$ cat src/inc/char_arith_consts.svh
`ifndef CHAR_ARITH_CONSTS_SVH
`define CHAR_ARITH_CONSTS_SVH

// Register byte offsets
`define REG_CTRL 8'h00
`define REG_A_ADDR 8'h04
`define REG_B_ADDR 8'h08
`define REG_STATUS 8'h0c
`define REG_TEST 8'h10

// Field positions
`define CTRL_OP_LSB 0
`define STAT_BUSY_BIT 0
`define STAT_OVF_BIT 1
`define STAT_ZERO_BIT 2
`define TEST_CLR_BIT 0

// Normalized sign zones and responses
`define ZONE_PLUS 2'b01
`define ZONE_MINUS 2'b10
`define ZONE_NONE 2'b00
`define RESP_OKAY 2'b00
`define RESP_SLVERR 2'b10

// Reset values
`define RST_ADDR 32'h0000_0000

`endif

$ cat src/inc/char_arith_pkg.sv
`default_nettype none
package char_arith_pkg;
    typedef enum logic [2:0] {
        OP_BIN_ADD,
        OP_BIN_SUB,
        OP_DEC_ADD,
        OP_DEC_SUB,
        OP_DEC_MUL,
        OP_DEC_DIV
    } op_t;

    typedef enum logic [3:0] {
        S_IDLE,
        S_RDA,
        S_RDB,
        S_WRB,
        S_RCRD,
        S_RCWR,
        S_MSCAN,
        S_MCLR,
        S_MRDM,
        S_MZM,
        S_MSGRD,
        S_MSGWR,
        S_DSCAN
    } state_t;
endpackage
`default_nettype wire

$ cat src/core/char_serial_arith_unit.sv
// Summary of operation
// RQ1 - Add uses B as augend, A as addend, sum into B.
// RQ2 - Subtract uses A as subtrahend, B as minuend, difference into B.
// RQ3 - Binary add sums bits with carry rippling upward.
// RQ4 - Binary subtract adds ones complement of A plus forced first carry.
// RQ5 - Binary subtract stops at B word mark; extra A characters ignored.
// RQ6 - Short A field is padded with complemented zeros.
// RQ7 - Binary subtract drops final carry, no overflow, nothing beyond B.
// RQ8 - Sign comes from units zone bits; plus 01, minus 10.
// RQ9 - Zones 00, 01, 11 mean plus; only 10 means minus.
// RQ10 - Like signs true add; units keeps B zone, other zones cleared.
// RQ11 - Unlike signs tens complement A, add, test final carry.
// RQ12 - Carry out means true result with normalized B sign.
// RQ13 - No carry starts recomplement pass that inverts the sign.
// RQ14 - Decimal subtract inverts A sign, then follows add rules.
// RQ15 - True add carry out sets overflow, otherwise unchanged.
// RQ16 - Zero balance set at start, cleared for nonzero result.
// RQ17 - Zero divisor sets overflow; zero product sets zero balance.
// RQ18 - Condition test clears overflow; zero balance unchanged by it.
// RQ19 - Multiply A by leftmost B multiplier, product right in B.
// RQ20 - Program sizes B as multiplier plus multiplicand plus one.
// RQ21 - Program marks leftmost factor characters only.
// RQ22 - Multiplier units position is B minus A length minus one.
// RQ23 - Product sign plus if signs agree, normalized zones.
//
// The address map and the AXI4-Lite slave port were chosen for this implementation.
`timescale 1ns/10ps
`default_nettype none
`include "char_arith_consts.svh"

module char_serial_arith_unit #(
    parameter int AW = 16
) (
    // Clock and reset
    input wire logic aclk,
    input wire logic aresetn,
    // AXI4-Lite slave
    input wire logic [7:0] awaddr,
    input wire logic awvalid,
    output logic awready,
    input wire logic [31:0] wdata,
    input wire logic [3:0] wstrb,
    input wire logic wvalid,
    output logic wready,
    output logic [1:0] bresp,
    output logic bvalid,
    input wire logic bready,
    input wire logic [7:0] araddr,
    input wire logic arvalid,
    output logic arready,
    output logic [31:0] rdata,
    output logic [1:0] rresp,
    output logic rvalid,
    input wire logic rready,
    // Character memory
    output logic mem_req,
    output logic mem_we,
    output logic [AW-1:0] mem_addr,
    output logic [5:0] mem_wdata,
    input wire logic [5:0] mem_rdata,
    input wire logic mem_rmark,
    input wire logic mem_ack
);
    import char_arith_pkg::*;

    state_t state;
    op_t op, start_op;
    logic start, test_clr, aw_have, w_have, busy, ovf, zero_bal, ovf_set;
    logic [7:0] waddr;
    logic [31:0] wd;
    logic [3:0] ws;
    logic [AW-1:0] a_addr, b_addr, a_ptr, b_ptr, a_start, b_start, len, cnt, na, mp_ptr, win;
    logic [5:0] a_char, b_char;
    logic [3:0] mdig;
    logic b_mark, a_done, first, comp, carry, sb, nz, mp_mark, mc_neg, mp_neg, mc_nz, mp_nz;

    function automatic logic [3:0] digit(input logic [5:0] c);
        digit = (c[3:0] >= 4'hc) ? 4'h0 : c[3:0];
    endfunction

    // AXI write channel
    always_ff @(posedge aclk) begin
        if (!aresetn) begin
            awready <= 1'b0;
            wready <= 1'b0;
            bvalid <= 1'b0;
            bresp <= `RESP_OKAY;
            aw_have <= 1'b0;
            w_have <= 1'b0;
            waddr <= 8'h00;
            wd <= 32'h0000_0000;
            ws <= 4'h0;
            a_addr <= AW'(`RST_ADDR);
            b_addr <= AW'(`RST_ADDR);
            start <= 1'b0;
            start_op <= OP_BIN_ADD;
            test_clr <= 1'b0;
        end else begin
            start <= 1'b0;
            test_clr <= 1'b0;
            awready <= !aw_have && !awready && awvalid;
            wready <= !w_have && !wready && wvalid;
            if (awvalid && awready) begin
                aw_have <= 1'b1;
                waddr <= awaddr;
            end
            if (wvalid && wready) begin
                w_have <= 1'b1;
                wd <= wdata;
                ws <= wstrb;
            end
            if (aw_have && w_have && !bvalid) begin
                aw_have <= 1'b0;
                w_have <= 1'b0;
                bvalid <= 1'b1;
                bresp <= `RESP_OKAY;
                unique case ({waddr[7:2], 2'b00})
                    `REG_CTRL: begin
                        if (ws[0] && !busy && wd[2:0] <= 3'h5) begin
                            start <= 1'b1;
                            start_op <= op_t'(wd[`CTRL_OP_LSB +: 3]);
                        end
                    end
                    `REG_A_ADDR: begin
                        for (int i = 0; i < AW; i++) begin
                            if (ws[i/8]) a_addr[i] <= wd[i];
                        end
                    end
                    `REG_B_ADDR: begin
                        for (int i = 0; i < AW; i++) begin
                            if (ws[i/8]) b_addr[i] <= wd[i];
                        end
                    end
                    `REG_STATUS: ;
                    `REG_TEST: test_clr <= ws[0] && wd[`TEST_CLR_BIT]; // RQ18
                    default: bresp <= `RESP_SLVERR;
                endcase
            end
            if (bvalid && bready) bvalid <= 1'b0;
        end
    end

    // AXI read channel
    always_ff @(posedge aclk) begin
        if (!aresetn) begin
            arready <= 1'b0;
            rvalid <= 1'b0;
            rdata <= 32'h0000_0000;
            rresp <= `RESP_OKAY;
        end else begin
            arready <= !rvalid && !arready && arvalid;
            if (arvalid && arready) begin
                rvalid <= 1'b1;
                rresp <= `RESP_OKAY;
                rdata <= 32'h0000_0000;
                unique case ({araddr[7:2], 2'b00})
                    `REG_CTRL: rdata[`CTRL_OP_LSB +: 3] <= op;
                    `REG_A_ADDR: rdata[AW-1:0] <= a_addr;
                    `REG_B_ADDR: rdata[AW-1:0] <= b_addr;
                    `REG_STATUS: begin
                        rdata[`STAT_BUSY_BIT] <= busy;
                        rdata[`STAT_OVF_BIT] <= ovf;
                        rdata[`STAT_ZERO_BIT] <= zero_bal;
                    end
                    `REG_TEST: rdata[1:0] <= {zero_bal, ovf};
                    default: rresp <= `RESP_SLVERR;
                endcase
            end
            if (rvalid && rready) rvalid <= 1'b0;
        end
    end

    // Character adder
    logic dec, mul, sa, sbn, cmp, cin, cout, rc_cout;
    logic [3:0] ad, bd, dig, rc_dig;
    logic [4:0] dsum, rsum;
    logic [6:0] bsum;
    logic [5:0] res;
    logic [1:0] uzone;
    always_comb begin
        dec = (op == OP_DEC_ADD) || (op == OP_DEC_SUB);
        mul = (op == OP_DEC_MUL);
        sa = (a_char[5:4] == `ZONE_MINUS) ^ (op == OP_DEC_SUB); // RQ9 RQ14
        sbn = (b_char[5:4] == `ZONE_MINUS); // RQ8 RQ9
        cmp = mul ? 1'b0 : (first ? (sa ^ sbn) : comp); // RQ10 RQ11
        cin = (first && !mul) ? ((op == OP_BIN_SUB) || (dec && cmp)) : carry; // RQ4 RQ11
        bsum = {1'b0, b_char} + {1'b0, (op == OP_BIN_SUB) ? ~a_char : a_char} + {6'h00, cin}; // RQ3 RQ4
        ad = digit(a_char);
        if (cmp) ad = 4'h9 - ad; // RQ11
        bd = digit(b_char);
        dsum = {1'b0, bd} + {1'b0, ad} + {4'h0, cin}; // RQ1 RQ2
        dig = dsum[3:0];
        cout = 1'b0;
        if (dsum > 5'h09) begin
            dig = 4'(dsum - 5'h0a);
            cout = 1'b1;
        end
        uzone = cmp ? (sbn ? `ZONE_MINUS : `ZONE_PLUS) : b_char[5:4]; // RQ10 RQ12
        if (op == OP_BIN_ADD || op == OP_BIN_SUB) begin
            res = bsum[5:0];
            cout = bsum[6];
        end else begin
            res = {(first && dec) ? uzone : `ZONE_NONE, dig}; // RQ10
        end
        rsum = {1'b0, 4'h9 - bd} + {4'h0, carry}; // RQ13
        rc_dig = rsum[3:0];
        rc_cout = 1'b0;
        if (rsum > 5'h09) begin
            rc_dig = 4'(rsum - 5'h0a);
            rc_cout = 1'b1;
        end
        ovf_set = (state == S_WRB && mem_req && mem_ack && dec && b_mark && !cmp && cout) // RQ15
            || (state == S_DSCAN && mem_req && mem_ack && mem_rmark && !nz
                && digit(mem_rdata) == 4'h0); // RQ17
    end

    // Overflow indicator, set wins over clear
    always_ff @(posedge aclk) begin
        if (!aresetn) ovf <= 1'b0;
        else if (ovf_set) ovf <= 1'b1; // RQ15 RQ17
        else if (test_clr) ovf <= 1'b0; // RQ18
    end

    // Sequencer and memory port
    always_ff @(posedge aclk) begin
        if (!aresetn) begin
            state <= S_IDLE;
            op <= OP_BIN_ADD;
            busy <= 1'b0;
            zero_bal <= 1'b0;
            mem_req <= 1'b0;
            mem_we <= 1'b0;
            mem_addr <= '0;
            mem_wdata <= 6'h00;
            {a_ptr, b_ptr, a_start, b_start, len, cnt, na, mp_ptr, win} <= '0;
            {a_char, b_char} <= 12'h000;
            mdig <= 4'h0;
            {b_mark, a_done, first, comp, carry, sb, nz} <= 7'h00;
            {mp_mark, mc_neg, mp_neg, mc_nz, mp_nz} <= 5'h00;
        end else begin
            unique case (state)
                S_IDLE: if (start) begin
                    op <= start_op;
                    busy <= 1'b1;
                    {a_ptr, a_start} <= {a_addr, a_addr};
                    {b_ptr, b_start} <= {b_addr, b_addr};
                    {first, a_done, nz, carry} <= 4'h8;
                    {len, cnt, na} <= '0;
                    if (start_op == OP_DEC_ADD || start_op == OP_DEC_SUB) zero_bal <= 1'b1; // RQ16
                    if (start_op == OP_DEC_MUL) state <= S_MSCAN;
                    else if (start_op == OP_DEC_DIV) state <= S_DSCAN;
                    else state <= S_RDA;
                end
                S_RDA: begin
                    if (mul ? (cnt == na) : a_done) begin
                        a_char <= 6'h00; // RQ6
                        state <= S_RDB;
                    end else if (!mem_req) begin
                        {mem_req, mem_we, mem_addr} <= {2'b10, a_ptr};
                    end else if (mem_ack) begin
                        mem_req <= 1'b0;
                        a_char <= mem_rdata;
                        a_done <= mem_rmark;
                        a_ptr <= a_ptr - AW'(1);
                        state <= S_RDB;
                    end
                end
                S_RDB: if (!mem_req) begin
                    {mem_req, mem_we, mem_addr} <= {2'b10, b_ptr};
                end else if (mem_ack) begin
                    mem_req <= 1'b0;
                    b_char <= mem_rdata;
                    b_mark <= mem_rmark;
                    state <= S_WRB;
                end
                S_WRB: if (!mem_req) begin
                    {mem_req, mem_we, mem_addr} <= {2'b11, b_ptr};
                    mem_wdata <= res;
                end else if (mem_ack) begin
                    mem_req <= 1'b0;
                    b_ptr <= b_ptr - AW'(1);
                    first <= 1'b0;
                    if (first) {comp, sb} <= {cmp, sbn};
                    carry <= cout;
                    len <= len + AW'(1);
                    nz <= nz || (dig != 4'h0);
                    if (mul) begin
                        cnt <= cnt + AW'(1);
                        if (cnt == na) begin
                            mdig <= mdig - 4'h1;
                            if (mdig != 4'h1) begin
                                {cnt, a_ptr, b_ptr, carry} <= {AW'(0), a_start, win, 1'b0};
                                state <= S_RDA;
                            end else if (!mp_mark) begin
                                {mp_ptr, win} <= {mp_ptr - AW'(1), win - AW'(1)};
                                state <= S_MRDM;
                            end else begin
                                state <= S_MSGRD;
                            end
                        end else begin
                            state <= S_RDA;
                        end
                    end else if (b_mark) begin // RQ5 RQ7
                        if (dec && cmp && !cout) begin // RQ13
                            {b_ptr, cnt, carry, nz, first} <= {b_start, AW'(0), 3'b101};
                            state <= S_RCRD;
                        end else begin
                            if (dec) zero_bal <= !(nz || (dig != 4'h0)); // RQ16
                            busy <= 1'b0;
                            state <= S_IDLE;
                        end
                    end else begin
                        state <= S_RDA;
                    end
                end
                S_RCRD: if (!mem_req) begin
                    {mem_req, mem_we, mem_addr} <= {2'b10, b_ptr};
                end else if (mem_ack) begin
                    mem_req <= 1'b0;
                    b_char <= mem_rdata;
                    state <= S_RCWR;
                end
                S_RCWR: if (!mem_req) begin
                    {mem_req, mem_we, mem_addr} <= {2'b11, b_ptr};
                    mem_wdata <= {first ? (sb ? `ZONE_PLUS : `ZONE_MINUS) : `ZONE_NONE, rc_dig}; // RQ13
                end else if (mem_ack) begin
                    mem_req <= 1'b0;
                    {first, carry} <= {1'b0, rc_cout};
                    nz <= nz || (rc_dig != 4'h0);
                    b_ptr <= b_ptr - AW'(1);
                    cnt <= cnt + AW'(1);
                    if (cnt == len - AW'(1)) begin
                        zero_bal <= !(nz || (rc_dig != 4'h0)); // RQ16
                        busy <= 1'b0;
                        state <= S_IDLE;
                    end else begin
                        state <= S_RCRD;
                    end
                end
                S_MSCAN: if (!mem_req) begin
                    {mem_req, mem_we, mem_addr} <= {2'b10, a_ptr};
                end else if (mem_ack) begin
                    mem_req <= 1'b0;
                    na <= na + AW'(1);
                    a_ptr <= a_ptr - AW'(1);
                    first <= 1'b0;
                    if (first) mc_neg <= (mem_rdata[5:4] == `ZONE_MINUS);
                    mc_nz <= (first ? 1'b0 : mc_nz) || (digit(mem_rdata) != 4'h0);
                    if (mem_rmark) begin
                        {b_ptr, cnt} <= {b_start, AW'(0)};
                        state <= S_MCLR;
                    end
                end
                S_MCLR: if (!mem_req) begin
                    {mem_req, mem_we, mem_addr} <= {2'b11, b_ptr};
                    mem_wdata <= 6'h00;
                end else if (mem_ack) begin
                    mem_req <= 1'b0;
                    b_ptr <= b_ptr - AW'(1);
                    cnt <= cnt + AW'(1);
                    if (cnt == na) begin
                        mp_ptr <= b_start - na - AW'(1); // RQ22
                        {win, first, mp_nz} <= {b_start, 2'b10};
                        state <= S_MRDM;
                    end
                end
                S_MRDM: if (!mem_req) begin
                    {mem_req, mem_we, mem_addr} <= {2'b10, mp_ptr};
                end else if (mem_ack) begin
                    mem_req <= 1'b0;
                    mdig <= digit(mem_rdata);
                    mp_mark <= mem_rmark;
                    if (first) mp_neg <= (mem_rdata[5:4] == `ZONE_MINUS);
                    mp_nz <= mp_nz || (digit(mem_rdata) != 4'h0);
                    state <= S_MZM;
                end
                S_MZM: if (!mem_req) begin
                    {mem_req, mem_we, mem_addr} <= {2'b11, mp_ptr};
                    mem_wdata <= 6'h00;
                end else if (mem_ack) begin
                    mem_req <= 1'b0;
                    first <= 1'b0;
                    if (mdig != 4'h0) begin // RQ19
                        {cnt, a_ptr, b_ptr, carry} <= {AW'(0), a_start, win, 1'b0};
                        state <= S_RDA;
                    end else if (!mp_mark) begin
                        {mp_ptr, win} <= {mp_ptr - AW'(1), win - AW'(1)};
                        state <= S_MRDM;
                    end else begin
                        state <= S_MSGRD;
                    end
                end
                S_MSGRD: if (!mem_req) begin
                    {mem_req, mem_we, mem_addr} <= {2'b10, b_start};
                end else if (mem_ack) begin
                    mem_req <= 1'b0;
                    b_char <= mem_rdata;
                    state <= S_MSGWR;
                end
                S_MSGWR: if (!mem_req) begin
                    {mem_req, mem_we, mem_addr} <= {2'b11, b_start};
                    mem_wdata <= {(mc_neg ^ mp_neg) ? `ZONE_MINUS : `ZONE_PLUS, b_char[3:0]}; // RQ23
                end else if (mem_ack) begin
                    mem_req <= 1'b0;
                    if (!(mc_nz && mp_nz)) zero_bal <= 1'b1; // RQ17
                    busy <= 1'b0;
                    state <= S_IDLE;
                end
                S_DSCAN: if (!mem_req) begin
                    {mem_req, mem_we, mem_addr} <= {2'b10, a_ptr};
                end else if (mem_ack) begin
                    mem_req <= 1'b0;
                    a_ptr <= a_ptr - AW'(1);
                    nz <= nz || (digit(mem_rdata) != 4'h0);
                    if (mem_rmark) begin
                        busy <= 1'b0;
                        state <= S_IDLE;
                    end
                end
            endcase
        end
    end

    a_mem_hold: assert property (@(posedge aclk) disable iff (!aresetn)
        mem_req && !mem_ack |=> mem_req && $stable(mem_addr) && $stable(mem_we))
        else $error("memory request changed before ack");
    a_ovf_hold: assert property (@(posedge aclk) disable iff (!aresetn) // RQ18
        ovf && !test_clr |=> ovf)
        else $error("overflow lost without condition test");
    a_ovf_clear: assert property (@(posedge aclk) disable iff (!aresetn) // RQ18
        test_clr && !ovf_set |=> !ovf)
        else $error("condition test did not clear overflow");
    a_zero_start: assert property (@(posedge aclk) disable iff (!aresetn) // RQ16
        state == S_IDLE && start && (start_op == OP_DEC_ADD || start_op == OP_DEC_SUB)
        |=> zero_bal && busy)
        else $error("zero balance not set at start");
    a_bin_no_ovf: assert property (@(posedge aclk) disable iff (!aresetn) // RQ7
        busy && (op == OP_BIN_ADD || op == OP_BIN_SUB) |-> !ovf_set)
        else $error("binary operation raised overflow");
    a_comp_no_ovf: assert property (@(posedge aclk) disable iff (!aresetn) // RQ15
        state == S_WRB && !first && comp |-> !ovf_set)
        else $error("complement add raised overflow");
    a_mul_units: assert property (@(posedge aclk) disable iff (!aresetn) // RQ22
        state == S_MRDM && first && mem_req |-> mem_addr == b_start - na - AW'(1))
        else $error("multiplier units address wrong");
    a_zone_clear: assert property (@(posedge aclk) disable iff (!aresetn) // RQ10
        state == S_WRB && mem_req && mem_we && !first && op != OP_BIN_ADD
        && op != OP_BIN_SUB |-> mem_wdata[5:4] == `ZONE_NONE)
        else $error("nonunits zone not cleared");
    a_rc_sign: assert property (@(posedge aclk) disable iff (!aresetn) // RQ13
        state == S_RCWR && mem_req && first
        |-> mem_wdata[5:4] == (sb ? `ZONE_PLUS : `ZONE_MINUS))
        else $error("recomplement sign not inverted");
    a_bvalid_hold: assert property (@(posedge aclk) disable iff (!aresetn)
        bvalid && !bready |=> bvalid && $stable(bresp))
        else $error("write response dropped early");
endmodule // char_serial_arith_unit
`default_nettype wire

$ cat config.mk
export PLATFORM = sky130hd
export DESIGN_NAME = char_serial_arith_unit
export DESIGN_NICKNAME = d
export VERILOG_FILES = /design/src/inc/char_arith_pkg.sv /design/src/core/char_serial_arith_unit.sv
export VERILOG_INCLUDE_DIRS = /design/src /design/src/inc
export SDC_FILE = /design/constraint.sdc
export NUM_CORES = 1
export LEC_CHECK = 0
export BUFFER_PORTS_ARGS = -buffer_cell sky130_fd_sc_hd__buf_2
export CAP_MARGIN = 20
export CORE_ASPECT_RATIO = 0.5
export CORE_UTILIZATION = 45
export CTS_BUF_LIST = sky130_fd_sc_hd__clkbuf_4
export DETAILED_ROUTE_END_ITERATION = 16
export SETUP_SLACK_MARGIN = 0.5
export SLEW_MARGIN = 15
export SYNTH_ARGS = -nofsm -noshare
export SYNTH_HDL_FRONTEND = slang
export SYNTH_SLANG_ARGS = --single-unit
$ cat constraint.sdc
create_clock -name aclk -period 7.1 [get_ports aclk]
set_clock_uncertainty 0.1 [all_clocks]
set_input_delay 1.42 -clock aclk [delete_from_list [all_inputs] [get_ports aclk]]
set_output_delay 1.42 -clock aclk [all_outputs]
set_load 0.05 [all_outputs]
# Yosys cells after proc, flatten, opt, wreduce, memory -nomap -nowiden
# Cells that the tools add are included.
word_totals:
  register_bits: 296
  latch_bits: 0
  mem_bits_rw: 0
  romBits: 0
  in_bits: 67
  out_inout_bits: 65
  wordCells: 563
  mem_count: 0
classes:
  n_addsub: 20
  multipliers: 0
  div: 0
  order_cmp: 6
  n_eq_ne: 92
  shifts: 0
  mux: 251
  bitwise_logic: 5
  n_reduce_logical: 136
op_table:
  columns: ["op", "n"]
  rows:
  - ["16-bit two-way mux", 77]
  - ["16-bit case mux with 5 select lines", 4]
  - ["4-bit two-way mux", 48]
  - ["2-bit != test (second input constant)", 48]
  - ["16-bit case mux with 3 select lines", 2]
  - ["16-bit by 1-bit subtractor with 16-bit output (second input constant)", 6]
  - ["1-bit two-way mux", 83]
  - ["16-bit case mux with 2 select lines", 2]
  - ["6-bit two-way mux", 9]
  - ["4-bit case mux with 13 select lines", 1]
  - ["16-bit by 1-bit adder with 16-bit output (second input constant)", 3]
  - ["3-bit AND reduction", 13]
  - ["4-bit nonzero test", 9]
  - ["16-bit equality test", 2]
  - ["1-bit logical AND", 32]
  - ["15-bit AND reduction", 2]
  - ["28-bit AND reduction", 1]
  - ["13-bit case mux with 2 select lines", 1]
  - ["6-bit by 2-bit equality test with 1-bit output (second input constant)", 4]
  - ["6-bit case mux with 4 select lines", 1]
  - ["12-bit AND reduction", 2]
  - ["4-bit equality test (second input constant)", 5]
  - ["1-bit case mux with 4 select lines", 5]
  - ["4-bit AND reduction", 5]
  - ["other kinds (56)", 145]

# Longest topological paths before layout
# Gate-level depths: netlist of run 1.
logic_depth:
  word_depth: 21
  ltp_mapped: 22
  depth_no_buf: 20

# Least setup slack after synthesis of run 1
# No wires, ideal clock.
synth_timing:
  path_kind: "register to register"
  from: "reg b_char[4]"
  to: "reg cnt[10]"
  setup_time_ps: 117
  t_arrival_ps: 4848
  required_time_ps: 6883
  setup_slack_ps: 2034
  path_stages_with_launch: 23
  path_buffers: 2
  period_less_slack_ps: 5066
  path_cell_list: "dfxtp_1 and2b_1 xnor2_1 mux2_2 mux2i_1 nor2_1 xor2_1 fa_1 inv_1 fa_1 xor2_1 inv_1 ha_1 nor2b_1 o32ai_1 nand3_1 o211ai_1 a21oi_1 buf_2 or2_2 o31ai_2 buf_2 nor2_1"
synth_between:
  elab_chain_len: 15
  word_cells_on_any_way: 19
  cone_classes: "add/sub: 4; order compare: 1; eq/ne: 2; mux: 6; bitwise: 1; reduce/logical: 5"
synth_lines:
  columns: ["element", "line_no", "text"]
  rows:
  - ["from (decl)", "char_serial_arith_unit.sv:73", "logic [5:0] a_char, b_char;"]
  - ["from (signal assigned)", "char_serial_arith_unit.sv:272", "b_char <= mem_rdata;"]
  - ["from (signal assigned)", "char_serial_arith_unit.sv:320", "b_char <= mem_rdata;"]
  - ["from (signal assigned)", "char_serial_arith_unit.sv:397", "b_char <= mem_rdata;"]
  - ["branches (longest 12 deep; another with 4-bit by 4-bit adder with 5-bit output)", null, null]
  - ["1-bit logical AND (*)", "char_serial_arith_unit.sv:304", "if (dec && cmp && !cout) begin"]
  - ["3-bit by 2-bit != test with 1-bit output (no line) (*)", null, null]
  - ["14-bit AND reduction (no line) (*)", null, null]
  - ["to (signal assigned)", "char_serial_arith_unit.sv:292", "{cnt, a_ptr, b_ptr, carry} <= {AW'(0), a_start, win, 1'b0};"]
  - ["to (signal assigned)", "char_serial_arith_unit.sv:305", "{b_ptr, cnt, carry, nz, first} <= {b_start, AW'(0), 3'b101};"]
  - ["to (signal assigned)", "char_serial_arith_unit.sv:331", "cnt <= cnt + AW'(1);"]
  - ["to (decl)", "char_serial_arith_unit.sv:72", "logic [AW-1:0] a_addr, b_addr, a_ptr, b_ptr, a_start, b_start, len, cnt, na, mp_ptr, win;"]
# Every way passes the cells marked *.
# A chain may end at the register's enable or synchronous reset.

# Worst setup path in the final report of run 1
layout_timing:
  from: "reg op[1]"
  to: "reg b_ptr[10]"
layout_between:
  elab_chain_len: 20
  word_cells_on_any_way: 33
  cone_classes: "add/sub: 4; order compare: 1; eq/ne: 4; mux: 13; bitwise: 2; reduce/logical: 9"
layout_lines:
  columns: ["element", "line_no", "text"]
  rows:
  - ["from (decl)", "char_serial_arith_unit.sv:67", "op_t op, start_op;"]
  - ["from (signal assigned)", "char_serial_arith_unit.sv:243", "op <= start_op;"]
  - ["branches (longest 16 deep; another with 4-bit by 4-bit adder with 5-bit output)", null, null]
  - ["16-bit two-way mux (*)", "char_serial_arith_unit.sv:287", "if (mul) begin"]
  - ["16-bit two-way mux (*)", "char_serial_arith_unit.sv:279", "end else if (mem_ack) begin"]
  - ["16-bit two-way mux (*)", "char_serial_arith_unit.sv:276", "S_WRB: if (!mem_req) begin"]
  - ["16-bit case mux with 5 select lines (*)", "char_serial_arith_unit.sv:241", "unique case (state)"]
  - ["to (signal assigned)", "char_serial_arith_unit.sv:246", "{b_ptr, b_start} <= {b_addr, b_addr};"]
  - ["to (signal assigned)", "char_serial_arith_unit.sv:281", "b_ptr <= b_ptr - AW'(1);"]
  - ["to (signal assigned)", "char_serial_arith_unit.sv:292", null]
  - ["to (decl)", "char_serial_arith_unit.sv:72", null]
# Every way passes the cells marked *. The select of a mux whose other input is x is not followed.

==> summary.md, run 1 <==
| Metric | Value |
|---|---|
| IO Pins | 132 |
| Congestion Overflow GR | 0 |
| Cell with the most instances after synthesis | nor2_1 |
| Clk slew on worst S/H paths | 0.07 ns |
| Synth cell count leaders | nor2_1 (334), dfxtp_1 (292), nand2_1 (288), a21oi_1 (184), clkbuf_1 (120) |
| Drt wl/cell | 18.3 um |
| Crit end category | register |
| Global route hottest layer | met1 |
| Critical Path Fanout Max | 20 |
| DP HPWL | 36900 um |
| Final setup fails | 0 |
| 1st-pass router iterations | 6 |
| Setup TNS | 0 ns |
| Number of vias per cell | 5.81 |
| Overall power | 5.66 mW |
| CTS Buf Count | 73 |
| Die height | 140 um |
| CP Launch Type | register |
| Root Buffer Master | clkbuf_4 |
| Max-slew headroom | 0.293 |
| Unrepaired setup endpoints after global routing | no |
| Slew @ Worst Pin | 1.06 ns |
| PD cells | 300 nW/um^2 |
| Post-CTS Setup Bufs | 0 |
| First DRT Iteration DRCs | 1792 |
| Status | finished clean |
| Met3 usage | 0.0577 |
| Commonest register cell after synthesis | dfxtp_1 |
| Post-synth ARST share | 0 |
| DRC | 0 |
| #FFs+latches synth | 292 |
| Buffer depth of the longest clock path | 3 |
| Critical path arrival | 6.77 ns |
| Ys Warns | 0 |
| Input/output buffers | 91 |
| Layout Nets | 2434 |
| First-pass GRT wire length | 83400 um |
| Final worst path period share | 0.876 |
| Initial antenna violation count | 3 |
| Hold Buf Count CTS | 0 |
| GRT met2 Usage | 0.381 |
| Synthesized area per cell | 7.58 um^2 |
| Leakage | 7.06 nW |
| Vias | 16600 |
| Area contributors post-synth | dfxtp_1 (34%), nor2_1 (7.3%), nand2_1 (6.3%), a21oi_1 (5.4%), mux2i_1 (3.8%) |
| Post-CTS sizing | 0 |
| Worst path required time | 7.65 ns |
| Synthesis-to-layout area growth | 9.44% |
| Unique masters post-synth | 85 |
| Hold Path Class | reg -> reg |
| Drt total wl | 52400 um |
| Largest net degree at the start of global routing | 79 |
| Met1 usage | 0.399 |
| Full die area | 39100 um^2 |
| Number of enable-type register cells in the synthesized netlist | 0 |
| Die X-Extent | 278 um |
| # rows | 50 |
| Fmax achieved | 0.161 GHz |
| Post-DRT Antenna Nets | 0 |
| RePlAce Congestion | 0.967 |
| Synthesized cell area | 17200 um^2 |
| Final Hold Viols | 0 |
| Register area share after synthesis | 0.340 |
| Cells after Synth | 2270 |
| Max Cap Viol | 0 |
| CORE AREA | 37500 um^2 |
| Fraction of layout cells with a size suffix above 1 | 0.119 |
| Starting Density | 0.458 |
| Final Max Tran Viols | 0 |
| Tmin final | 6.22 ns |
| Peak VDD IR | 0.158 mV |
| Htree depth | 3 |
| Clock Latency Late Sink | 0.77 ns |
| Critical path class | reg -> reg |
| Synth top area share | 0.340 |
| CTS tree | built |
| Num Clock Sinks | 292 |
| Cell accounting for the most synthesized area | dfxtp_1 |
| Tot GR Track Use | 0.266 |
| Number of global-route vias before repair | 15100 |
[report_power, final]
| group | total [mW] | internal, mW | switching [mW] |
|---|---|---|---|
| Combinational | 2.30 | 0.760 | 1.54 |
| Clock | 1.43 | 0.700 | 0.734 |
| Sequential | 1.92 | 1.77 | 0.157 |
| Total | 5.66 | 3.23 | 2.43 |
[routing by layer]
layer	up-vias	wire length (um)
met3	55	4030
met5	-	0
met2	580	21600
met1	7759	26100
met4	0	597
li1	8197	-
[area by class of cell]
cell class              count  area, um^2
well taps                 494         618
clock inverters            13         101
multi-input cells        1769       10500
inverters                  57         219
clock buffers             102         766
repair buffers            127         751
fillers                  3813       18700
flip-flops and latches    292        5850
diodes                      2        5.00
[worst paths after layout]
kind / from / cells past startpoint / slack [ns] / endpoint
min reg2reg: waddr[6]$_SDFFE_PN0P_ / 2 / 0.36 / waddr[6]$_SDFFE_PN0P_
max: op[1]$_SDFFE_PN0P_ / 21 / 0.88 / b_ptr[10]$_SDFFE_PN0P_
max reg2reg: op[1]$_SDFFE_PN0P_ / 21 / 0.88 / b_ptr[10]$_SDFFE_PN0P_
min: waddr[6]$_SDFFE_PN0P_ / 2 / 0.36 / waddr[6]$_SDFFE_PN0P_
[critical path, stage by stage, from the launching register on]
cell,delay (ns)
dfxtp_1,0.55
nor2b_1,0.46
nand2_1,0.11
mux2_2,0.27
mux2i_1,0.35
nor2_1,0.21
xor2_1,0.22
fa_1,0.45
inv_1,0.08
fa_1,0.20
xor2_1,0.33
inv_1,0.11
ha_1,0.21
nor2b_1,0.13
o32ai_1,0.27
nand3_1,0.17
o211ai_1,0.30
a21oi_1,0.15
buf_4,0.25
nor3_1,0.75
o41ai_1,0.18
a22o_1,0.26
[metrics by stage]
stage           util  area, um^2  hold WS [ns]  std cells  setup slack [ns]
2_1_floorplan      -       17300         0.331       2287              2.03
3_5_place_dp   0.477       17900         0.346       2736              1.05
4_1_cts        0.501       18800         0.355       2851              1.04
5_1_grt        0.501       18800         0.369       2856             0.503
6_report       0.501       18800         0.355       2856             0.882
3_3_place_gp   0.477       17900         0.343       2735              1.17
[placed cells by master, fill, tap and decap left out, types with 29 or more instances in the layout]
| cell type | count |
|---|---|
| xnor2_1 | 56 |
| xor2_1 | 49 |
| o21ai_0 | 109 |
| dfxtp_1 | 291 |
| ha_1 | 42 |
| clkbuf_4 | 102 |
| mux2i_1 | 66 |
| nand2b_1 | 29 |
| nor3_1 | 78 |
| a21oi_1 | 183 |
| nand2_1 | 288 |
| nor4_1 | 31 |
| buf_4 | 33 |
| nand3_1 | 59 |
| buf_2 | 92 |
| a211oi_1 | 42 |
| inv_1 | 55 |
| nor2_1 | 333 |
| a221oi_1 | 45 |
[cells by family (layout without fill, tap and decap cells)]
kind of cell,Yosys count,count (layout),share of synthesized area
xor gates and xnor gates,106,106,0.0548
adders and majority gates,47,47,0.0364
and+or+nand+nor,957,957,0.254
DFF,292,292,0.340
other,1,20,0.000218
AOI/OAI and AO/OA,568,568,0.215
muxes,73,73,0.0437
buffers and inverters,226,299,0.0556
(Power assumes the default switching activity.)
==> inputs of run 2 (changes only) <==
--- a/config.mk
+++ b/config.mk
@@ -7,7 +7,7 @@
 export NUM_CORES = 1
 export LEC_CHECK = 0
 export BUFFER_PORTS_ARGS = -buffer_cell sky130_fd_sc_hd__buf_2
-export CAP_MARGIN = 20
+export CAP_MARGIN = 10
 export CORE_ASPECT_RATIO = 0.5
 export CORE_UTILIZATION = 45
 export CTS_BUF_LIST = sky130_fd_sc_hd__clkbuf_4
==> constraint.sdc (replaced) <==
create_clock -name aclk -period 6.6 [get_ports aclk]
set_clock_uncertainty 0.1 [all_clocks]
set_input_delay 1.32 -clock aclk [delete_from_list [all_inputs] [get_ports aclk]]
set_output_delay 1.32 -clock aclk [all_outputs]
set_load 0.05 [all_outputs]
==> summary.md, run 2 (synthesis gave the netlist of run 1 again) <==
| Metric | Value |
|---|---|
| Drt wl/cell | 18.3 um |
| Drt total wl | 52300 um |
| Max incr delay on CP | 0.44 ns |
| Max Cap Viol | 0 |
| Min Hold Slack | 0.340 ns |
| DRC | 0 |
| Vias | 16600 |
| Fraction of layout cells with a size suffix above 1 | 0.118 |
| Worst R2R Start | b_char[4]$_SDFFE_PN0P_ |
| Final Max Tran Viols | 0 |
| Most frequent cells in the layout | nor2_1 (333), dfxtp_1 (291), nand2_1 (288), a21oi_1 (182), o21ai_0 (109) |
| CP cell instances | and2b_1 > xnor2_1 > mux2_2 > mux2i_2 > nor2_1 > xor2_1 > fa_1 > inv_1 > fa_1 > xor2_1 > inv_1 > ha_1 > nor2b_1 > o32ai_1 > nand3_1 > o211ai_1 > a21oi_2 > or2_2 > a221oi_1 > o32ai_1 |
| Setup TNS | 0 ns |
| Full die area | 39100 um^2 |
| Crit end category | register |
| Starting Density | 0.458 |
| Buffer depth of the longest clock path | 3 |
| Worst setup margin | 0.865 ns |
| Worst Setup SP | b_char[4]$_SDFFE_PN0P_ |
| Largest net degree at the start of global routing | 110 |
| Final setup fails | 0 |
| Clk slew on worst S/H paths | 0.07 ns |
| Tmin final | 5.74 ns |
| Clock power frac | 0.252 |
| Unrepaired setup endpoints after global routing | no |
| Reg2reg setup slack | 0.86 ns |
| RR Endpoint | b_ptr[5]$_SDFFE_PN0P_ |
| First-pass GRT wire length | 84000 um |
| Hold wc startpoint | rvalid$_SDFFE_PP0P_ |
| Power share of the combinational group | 0.407 |
| Hold Buf Count CTS | 0 |
| Post-CTS Setup Bufs | 0 |
| Sequential power share | 0.341 |
| Switching Share | 0.433 |
| Post-DRT Antenna Nets | 0 |
| IO Pins | 132 |
| Leakage | 7.05 nW |
| Number of vias per cell | 5.81 |
| Slew @ Worst Pin | 1.05 ns |
| Slowest CP cell | fa_1 |
| Initial antenna violation count | 2 |
| CTS Buf Count | 75 |
| Htree depth | 3 |
| Clock Latency Late Sink | 0.78 ns |
| CP Launch Type | register |
| Final worst path period share | 0.869 |
| Most common cell after layout, fill and taps aside | nor2_1 |
| Layout Nets | 2438 |
| Final Hold Viols | 0 |
| Root Buffer Master | clkbuf_4 |
| DP HPWL | 37200 um |
| First DRT Iteration DRCs | 1686 |
| Synthesis-to-layout area growth | 9.43% |
| Input/output buffers | 91 |
| PD cells | 323 nW/um^2 |
| Internal cell power | 3.45 mW |
| CTS tree | built |
| Peak VDD IR | 0.196 mV |
| Worst Hold End | arready$_SDFF_PN0_ |
| Die height | 140 um |
| Critical path arrival | 6.26 ns |
| Critical Path Fanout Max | 5 |
| 1st-pass router iterations | 6 |
| Die X-Extent | 278 um |
| Post-CTS sizing | 0 |
| Congestion Overflow GR | 0 |
| Num Clock Sinks | 292 |
| Status | finished clean |
| Tot GR Track Use | 0.267 |
| FF-to-FF path depth | 20 |
| Post-Place Worst Slack | 0.666 ns |
| Psw | 2.63 mW |
| Number of global-route vias before repair | 15500 |
| RePlAce Congestion | 0.955 |
| Max-slew headroom | 0.297 |
| # rows | 50 |
| Critical path class | reg -> reg |
| CORE AREA | 37500 um^2 |
| Fmax achieved | 0.174 GHz |
| Hold Path Class | reg -> reg |
| Worst path required time | 7.13 ns |
| Number of cells on the worst hold path | 1 |
==> run 2: critical path: cells and delay by family, from the launching register on <==
family,cells,cell delay (ns)
AOI/OAI and AO/OA,5,1.39
xor gates and xnor gates,3,0.83
adders and majority gates,3,0.83
buffers and inverters,2,0.20
DFF,1,0.41
muxes,2,0.65
and+or+nand+nor,5,1.18
==> run 2: final cells by class <==
cell class	instances	area, um^2
clock inverter	21	138
tap	494	618
fill	3816	18700
sequential	292	5850
inverter	57	219
clock buffer	97	728
timing repair buffer	129	741
antenna	1	2.50
multi-input combinational	1769	10500
==> run 2: worst max path at each step <==
stage,endpoint,slack (ns)
final,b_ptr[5]$_SDFFE_PN0P_,0.86
after global routing,b_ptr[5]$_SDFFE_PN0P_,0.54
after CTS,b_ptr[12]$_SDFFE_PN0P_,0.58
after detailed placement,b_ptr[6]$_SDFFE_PN0P_,0.67
after global placement,b_ptr[12]$_SDFFE_PN0P_,0.76
after floorplan,cnt[10]$_SDFFE_PN0P_,1.53
==> run 2: through the flow <==
stage	util	std cells	area (um^2)	power [mW]
final	0.501	2860	18800	6.08
after global routing	0.501	2860	18800	6.48
after CTS	0.501	2859	18800	6.07
after detailed placement	0.478	2741	17900	4.54
after global placement	0.478	2741	17900	4.52
after floorplan	-	2287	17300	3.85
==> run 2: metal layers <==
| layer | track usage | vias to the layer above | wire (um) |
|---|---|---|---|
| li1 | - | 8220 | - |
| met1 | 0.387 | 7770 | 25500 |
| met2 | 0.387 | 561 | 21300 |
| met3 | 0.0726 | 77 | 4560 |
| met4 | 0.0723 | 0 | 880 |
| met5 | 0 | - | 0 |
==> run 2: power groups by stage <==
| stage | Clock, mW | Combinational, mW | Sequential [mW] |
|---|---|---|---|
| floorplan | 0 | 1.68 | 2.17 |
| global placement | 0 | 2.41 | 2.10 |
| detailed placement | 0 | 2.43 | 2.11 |
| CTS | 1.57 | 2.44 | 2.07 |
| global route | 1.65 | 2.74 | 2.09 |
| finish | 1.53 | 2.47 | 2.07 |
==> inputs of run 3 (changes only) <==
--- a/config.mk
+++ b/config.mk
@@ -6,12 +6,14 @@
 export SDC_FILE = /design/constraint.sdc
 export NUM_CORES = 1
 export LEC_CHECK = 0
+export ABC_AREA = 1
 export BUFFER_PORTS_ARGS = -buffer_cell sky130_fd_sc_hd__buf_2
 export CAP_MARGIN = 10
 export CORE_ASPECT_RATIO = 0.5
 export CORE_UTILIZATION = 45
 export CTS_BUF_LIST = sky130_fd_sc_hd__clkbuf_4
 export DETAILED_ROUTE_END_ITERATION = 16
+export MAX_ROUTING_LAYER = met4
 export SETUP_SLACK_MARGIN = 0.5
 export SLEW_MARGIN = 15
 export SYNTH_ARGS = -nofsm -noshare
==> summary.md, run 3 <==
| Metric | Value |
|---|---|
| Max-slew headroom | 0.368 |
| Initial antenna violation count | 2 |
| Final worst path period share | 0.784 |
| Layout Nets | 3069 |
| Peak VDD IR | 0.183 mV |
| Sequential standard cell area | 5850 um^2 |
| Setup TNS | 0 ns |
| IO Pins | 132 |
| Unrepaired setup endpoints after global routing | no |
| Tmin final | 5.17 ns |
| Multi-input gate area | 10700 um^2 |
| Psw | 3.79 mW |
| Most frequent cells in the layout | nand2_1 (572), inv_1 (357), nor2_1 (315), dfxtp_1 (292), a21oi_1 (282) |
| CTS Buf Count | 75 |
| Final setup fails | 0 |
| Synthesis-to-layout area growth | 8.81% |
| Worst Setup SP | op[0]$_SDFFE_PN0P_ |
| Worst Path Buf+Inv | 4 |
| DP HPWL | 46400 um |
| Clock power frac | 0.209 |
| Final Hold Viols | 0 |
| Drt wl/cell | 17.8 um |
| Root Buffer Master | clkbuf_4 |
| Synthesized area per cell | 6.46 um^2 |
| Slew @ Worst Pin | 0.949 ns |
| CP most frequent cell | nand3_1 |
| Final Max Tran Viols | 0 |
| Number of vias per cell | 5.44 |
| Hold Path Class | reg -> reg |
| Post-synth ARST share | 0 |
| Commonest register cell after synthesis | dfxtp_1 |
| CP cell instances | nand2_1 > nor2_1 > nand3_1 > nand3_1 > nand3_1 > nand3_1 > o21ai_0 > fa_1 > inv_1 > fa_1 > inv_1 > ha_1 > o21ai_0 > nand2_1 > inv_1 > nand2_1 > nand3_1 > nand2_2 > nand3_1 > inv_1 > nand2_1 > nand2_1 > o21bai_1 > a21oi_1 |
| Die X-Extent | 289 um |
| CTS tree | built |
| Fraction of layout cells with a size suffix above 1 | 0.105 |
| Worst setup endpoint | b_ptr[13]$_SDFFE_PN0P_ |
| Buffer depth of the longest clock path | 3 |
| Critical path class | reg -> reg |
| Synthesized cell area | 18600 um^2 |
| # rows | 52 |
| PD cells | 376 nW/um^2 |
| Number of global-route vias before repair | 17600 |
| Fillers | 4306 |
| Synth top area share | 0.315 |
| Worst path required time | 7.25 ns |
| Placed cells | 3418 |
| Cell with the most instances after synthesis | nand2_1 |
| Critical Path Fanout Max | 13 |
| Tot GR Track Use | 0.306 |
| Synth cell count leaders | nand2_1 (573), inv_1 (357), nor2_1 (315), dfxtp_1 (292), a21oi_1 (282) |
| Register area share after synthesis | 0.315 |
| Post-DRT Antenna Nets | 0 |
| Post-layout util | 0.498 |
| Clock Latency Late Sink | 0.85 ns |
| Overall power | 7.60 mW |
| FF-to-FF path depth | 24 |
| Sequential power share | 0.290 |
| Switching Share | 0.499 |
| #FFs+latches synth | 292 |
| Clk slew on worst S/H paths | 0.07 ns |
| Critical path arrival | 5.82 ns |
| Slowest CP cell | nand3_1 |
| Htree depth | 3 |
| Levels on crit path | 24 |
| Leakage | 8.71 nW |
| CP top delay family | simple AND/OR/NAND/NOR gates |
| Unique masters post-synth | 61 |
| CP Launch Type | register |
| Num Clock Sinks | 292 |
| Die height | 146 um |
| Largest net degree at the start of global routing | 128 |
| Cells after Synth | 2874 |
| CORE AREA | 40500 um^2 |
| Hold Buf Count CTS | 0 |
| Power share of the combinational group | 0.502 |
| Starting Density | 0.458 |
| First DRT Iteration DRCs | 1931 |
| Vias | 19300 |
| DRC | 0 |
| Non-filler instance count after layout | 3548 |
| Ys Warns | 0 |
| Reg2reg setup slack | 1.43 ns |
| Number of enable-type register cells in the synthesized netlist | 0 |
| Area contributors post-synth | dfxtp_1 (31%), nand2_1 (12%), a21oi_1 (7.6%), o21ai_0 (7.3%), inv_1 (7.2%) |
| Worst R2R Start | op[0]$_SDFFE_PN0P_ |
| Min Hold Slack | 0.326 ns |
| Congestion Overflow GR | 0 |
| First-pass GRT wire length | 97700 um |
| Max Cap Viol | 0 |
| RR Endpoint | b_ptr[13]$_SDFFE_PN0P_ |
| Most common cell after layout, fill and taps aside | nand2_1 |
| Input/output buffers | 91 |
| Cell accounting for the most synthesized area | dfxtp_1 |
| Crit end category | register |
| Status | finished clean |
| Internal cell power | 3.81 mW |
| Fmax achieved | 0.193 GHz |
| Post-CTS Setup Bufs | 0 |
| Drt total wl | 63100 um |
| Post-CTS sizing | 0 |
| Full die area | 42100 um^2 |
| 1st-pass router iterations | 6 |
| Max incr delay on CP | 0.49 ns |
| RePlAce Congestion | 0.974 |
[run 3: cell types whose count changed after synthesis, moves of 29 or more]
cell,previous run,this run
inv_1,55,357
nand2_1,288,573
o21ai_0,109,269
nand3_1,59,179
a21oi_1,184,282
mux2i_1,66,0
clkbuf_1,120,72
xnor2_1,56,18
a221oi_1,46,9
nand2b_1,29,0
[run 3: logic make-up after synthesis]
family,after synthesis,share of synthesized area
AOI/OAI and AO/OA,709,0.212
xor gates and xnor gates,64,0.0302
adders and majority gates,47,0.0337
buffers and inverters,506,0.112
DFF,292,0.315
other,1,0.000202
and+or+nand+nor,1255,0.297
[run 3: power by group through the flow]
stage	combinational (mW)	sequential (mW)	clock, mW
after global routing	4.20	2.23	1.72
after floorplan	2.63	2.40	0
after CTS	3.75	2.19	1.62
after global placement	3.71	2.23	0
final	3.81	2.20	1.59
after detailed placement	3.73	2.23	0
[run 3: layout make-up]
cell class | count | share of cell area
multi-input combinational | 2093 | 0.530
sequential | 292 | 0.289
inverter | 386 | 0.0727
clock buffer | 103 | 0.0383
tap | 540 | 0.0334
timing repair buffer | 107 | 0.0292
clock inverter | 25 | 0.00650
antenna | 2 | 0.000248
[run 3: worst min-delay path by stage]
stage | slack, ns | end | startpoint | cells after the start
floorplan | 0.30 | awready$_SDFF_PN0_ | aw_have$_SDFFE_PP0P_ | 1
CTS | 0.32 | wready$_SDFF_PN0_ | w_have$_SDFFE_PP0P_ | 1
global route | 0.34 | wready$_SDFF_PN0_ | w_have$_SDFFE_PP0P_ | 1
global placement | 0.31 | awready$_SDFF_PN0_ | aw_have$_SDFFE_PP0P_ | 1
detailed placement | 0.31 | wready$_SDFF_PN0_ | w_have$_SDFFE_PP0P_ | 1
finish | 0.33 | wready$_SDFF_PN0_ | w_have$_SDFFE_PP0P_ | 1
[run 3: stage by stage]
step	area (um^2)	worst slack, ns
4_1_cts	20200	1.51
5_1_grt	20200	1.05
3_3_place_gp	19300	1.61
2_1_floorplan	18600	2.89
3_5_place_dp	19300	1.53
6_report	20200	1.43
[run 3: metal layers]
metal / vias up / global-route usage / share of wire
met5: - / - / 0
met4: 0 / 0.0871 / 0.023
met3: 102 / 0.0755 / 0.091
met2: 704 / 0.412 / 0.40
met1: 8801 / 0.444 / 0.49
li1: 9688 / - / -
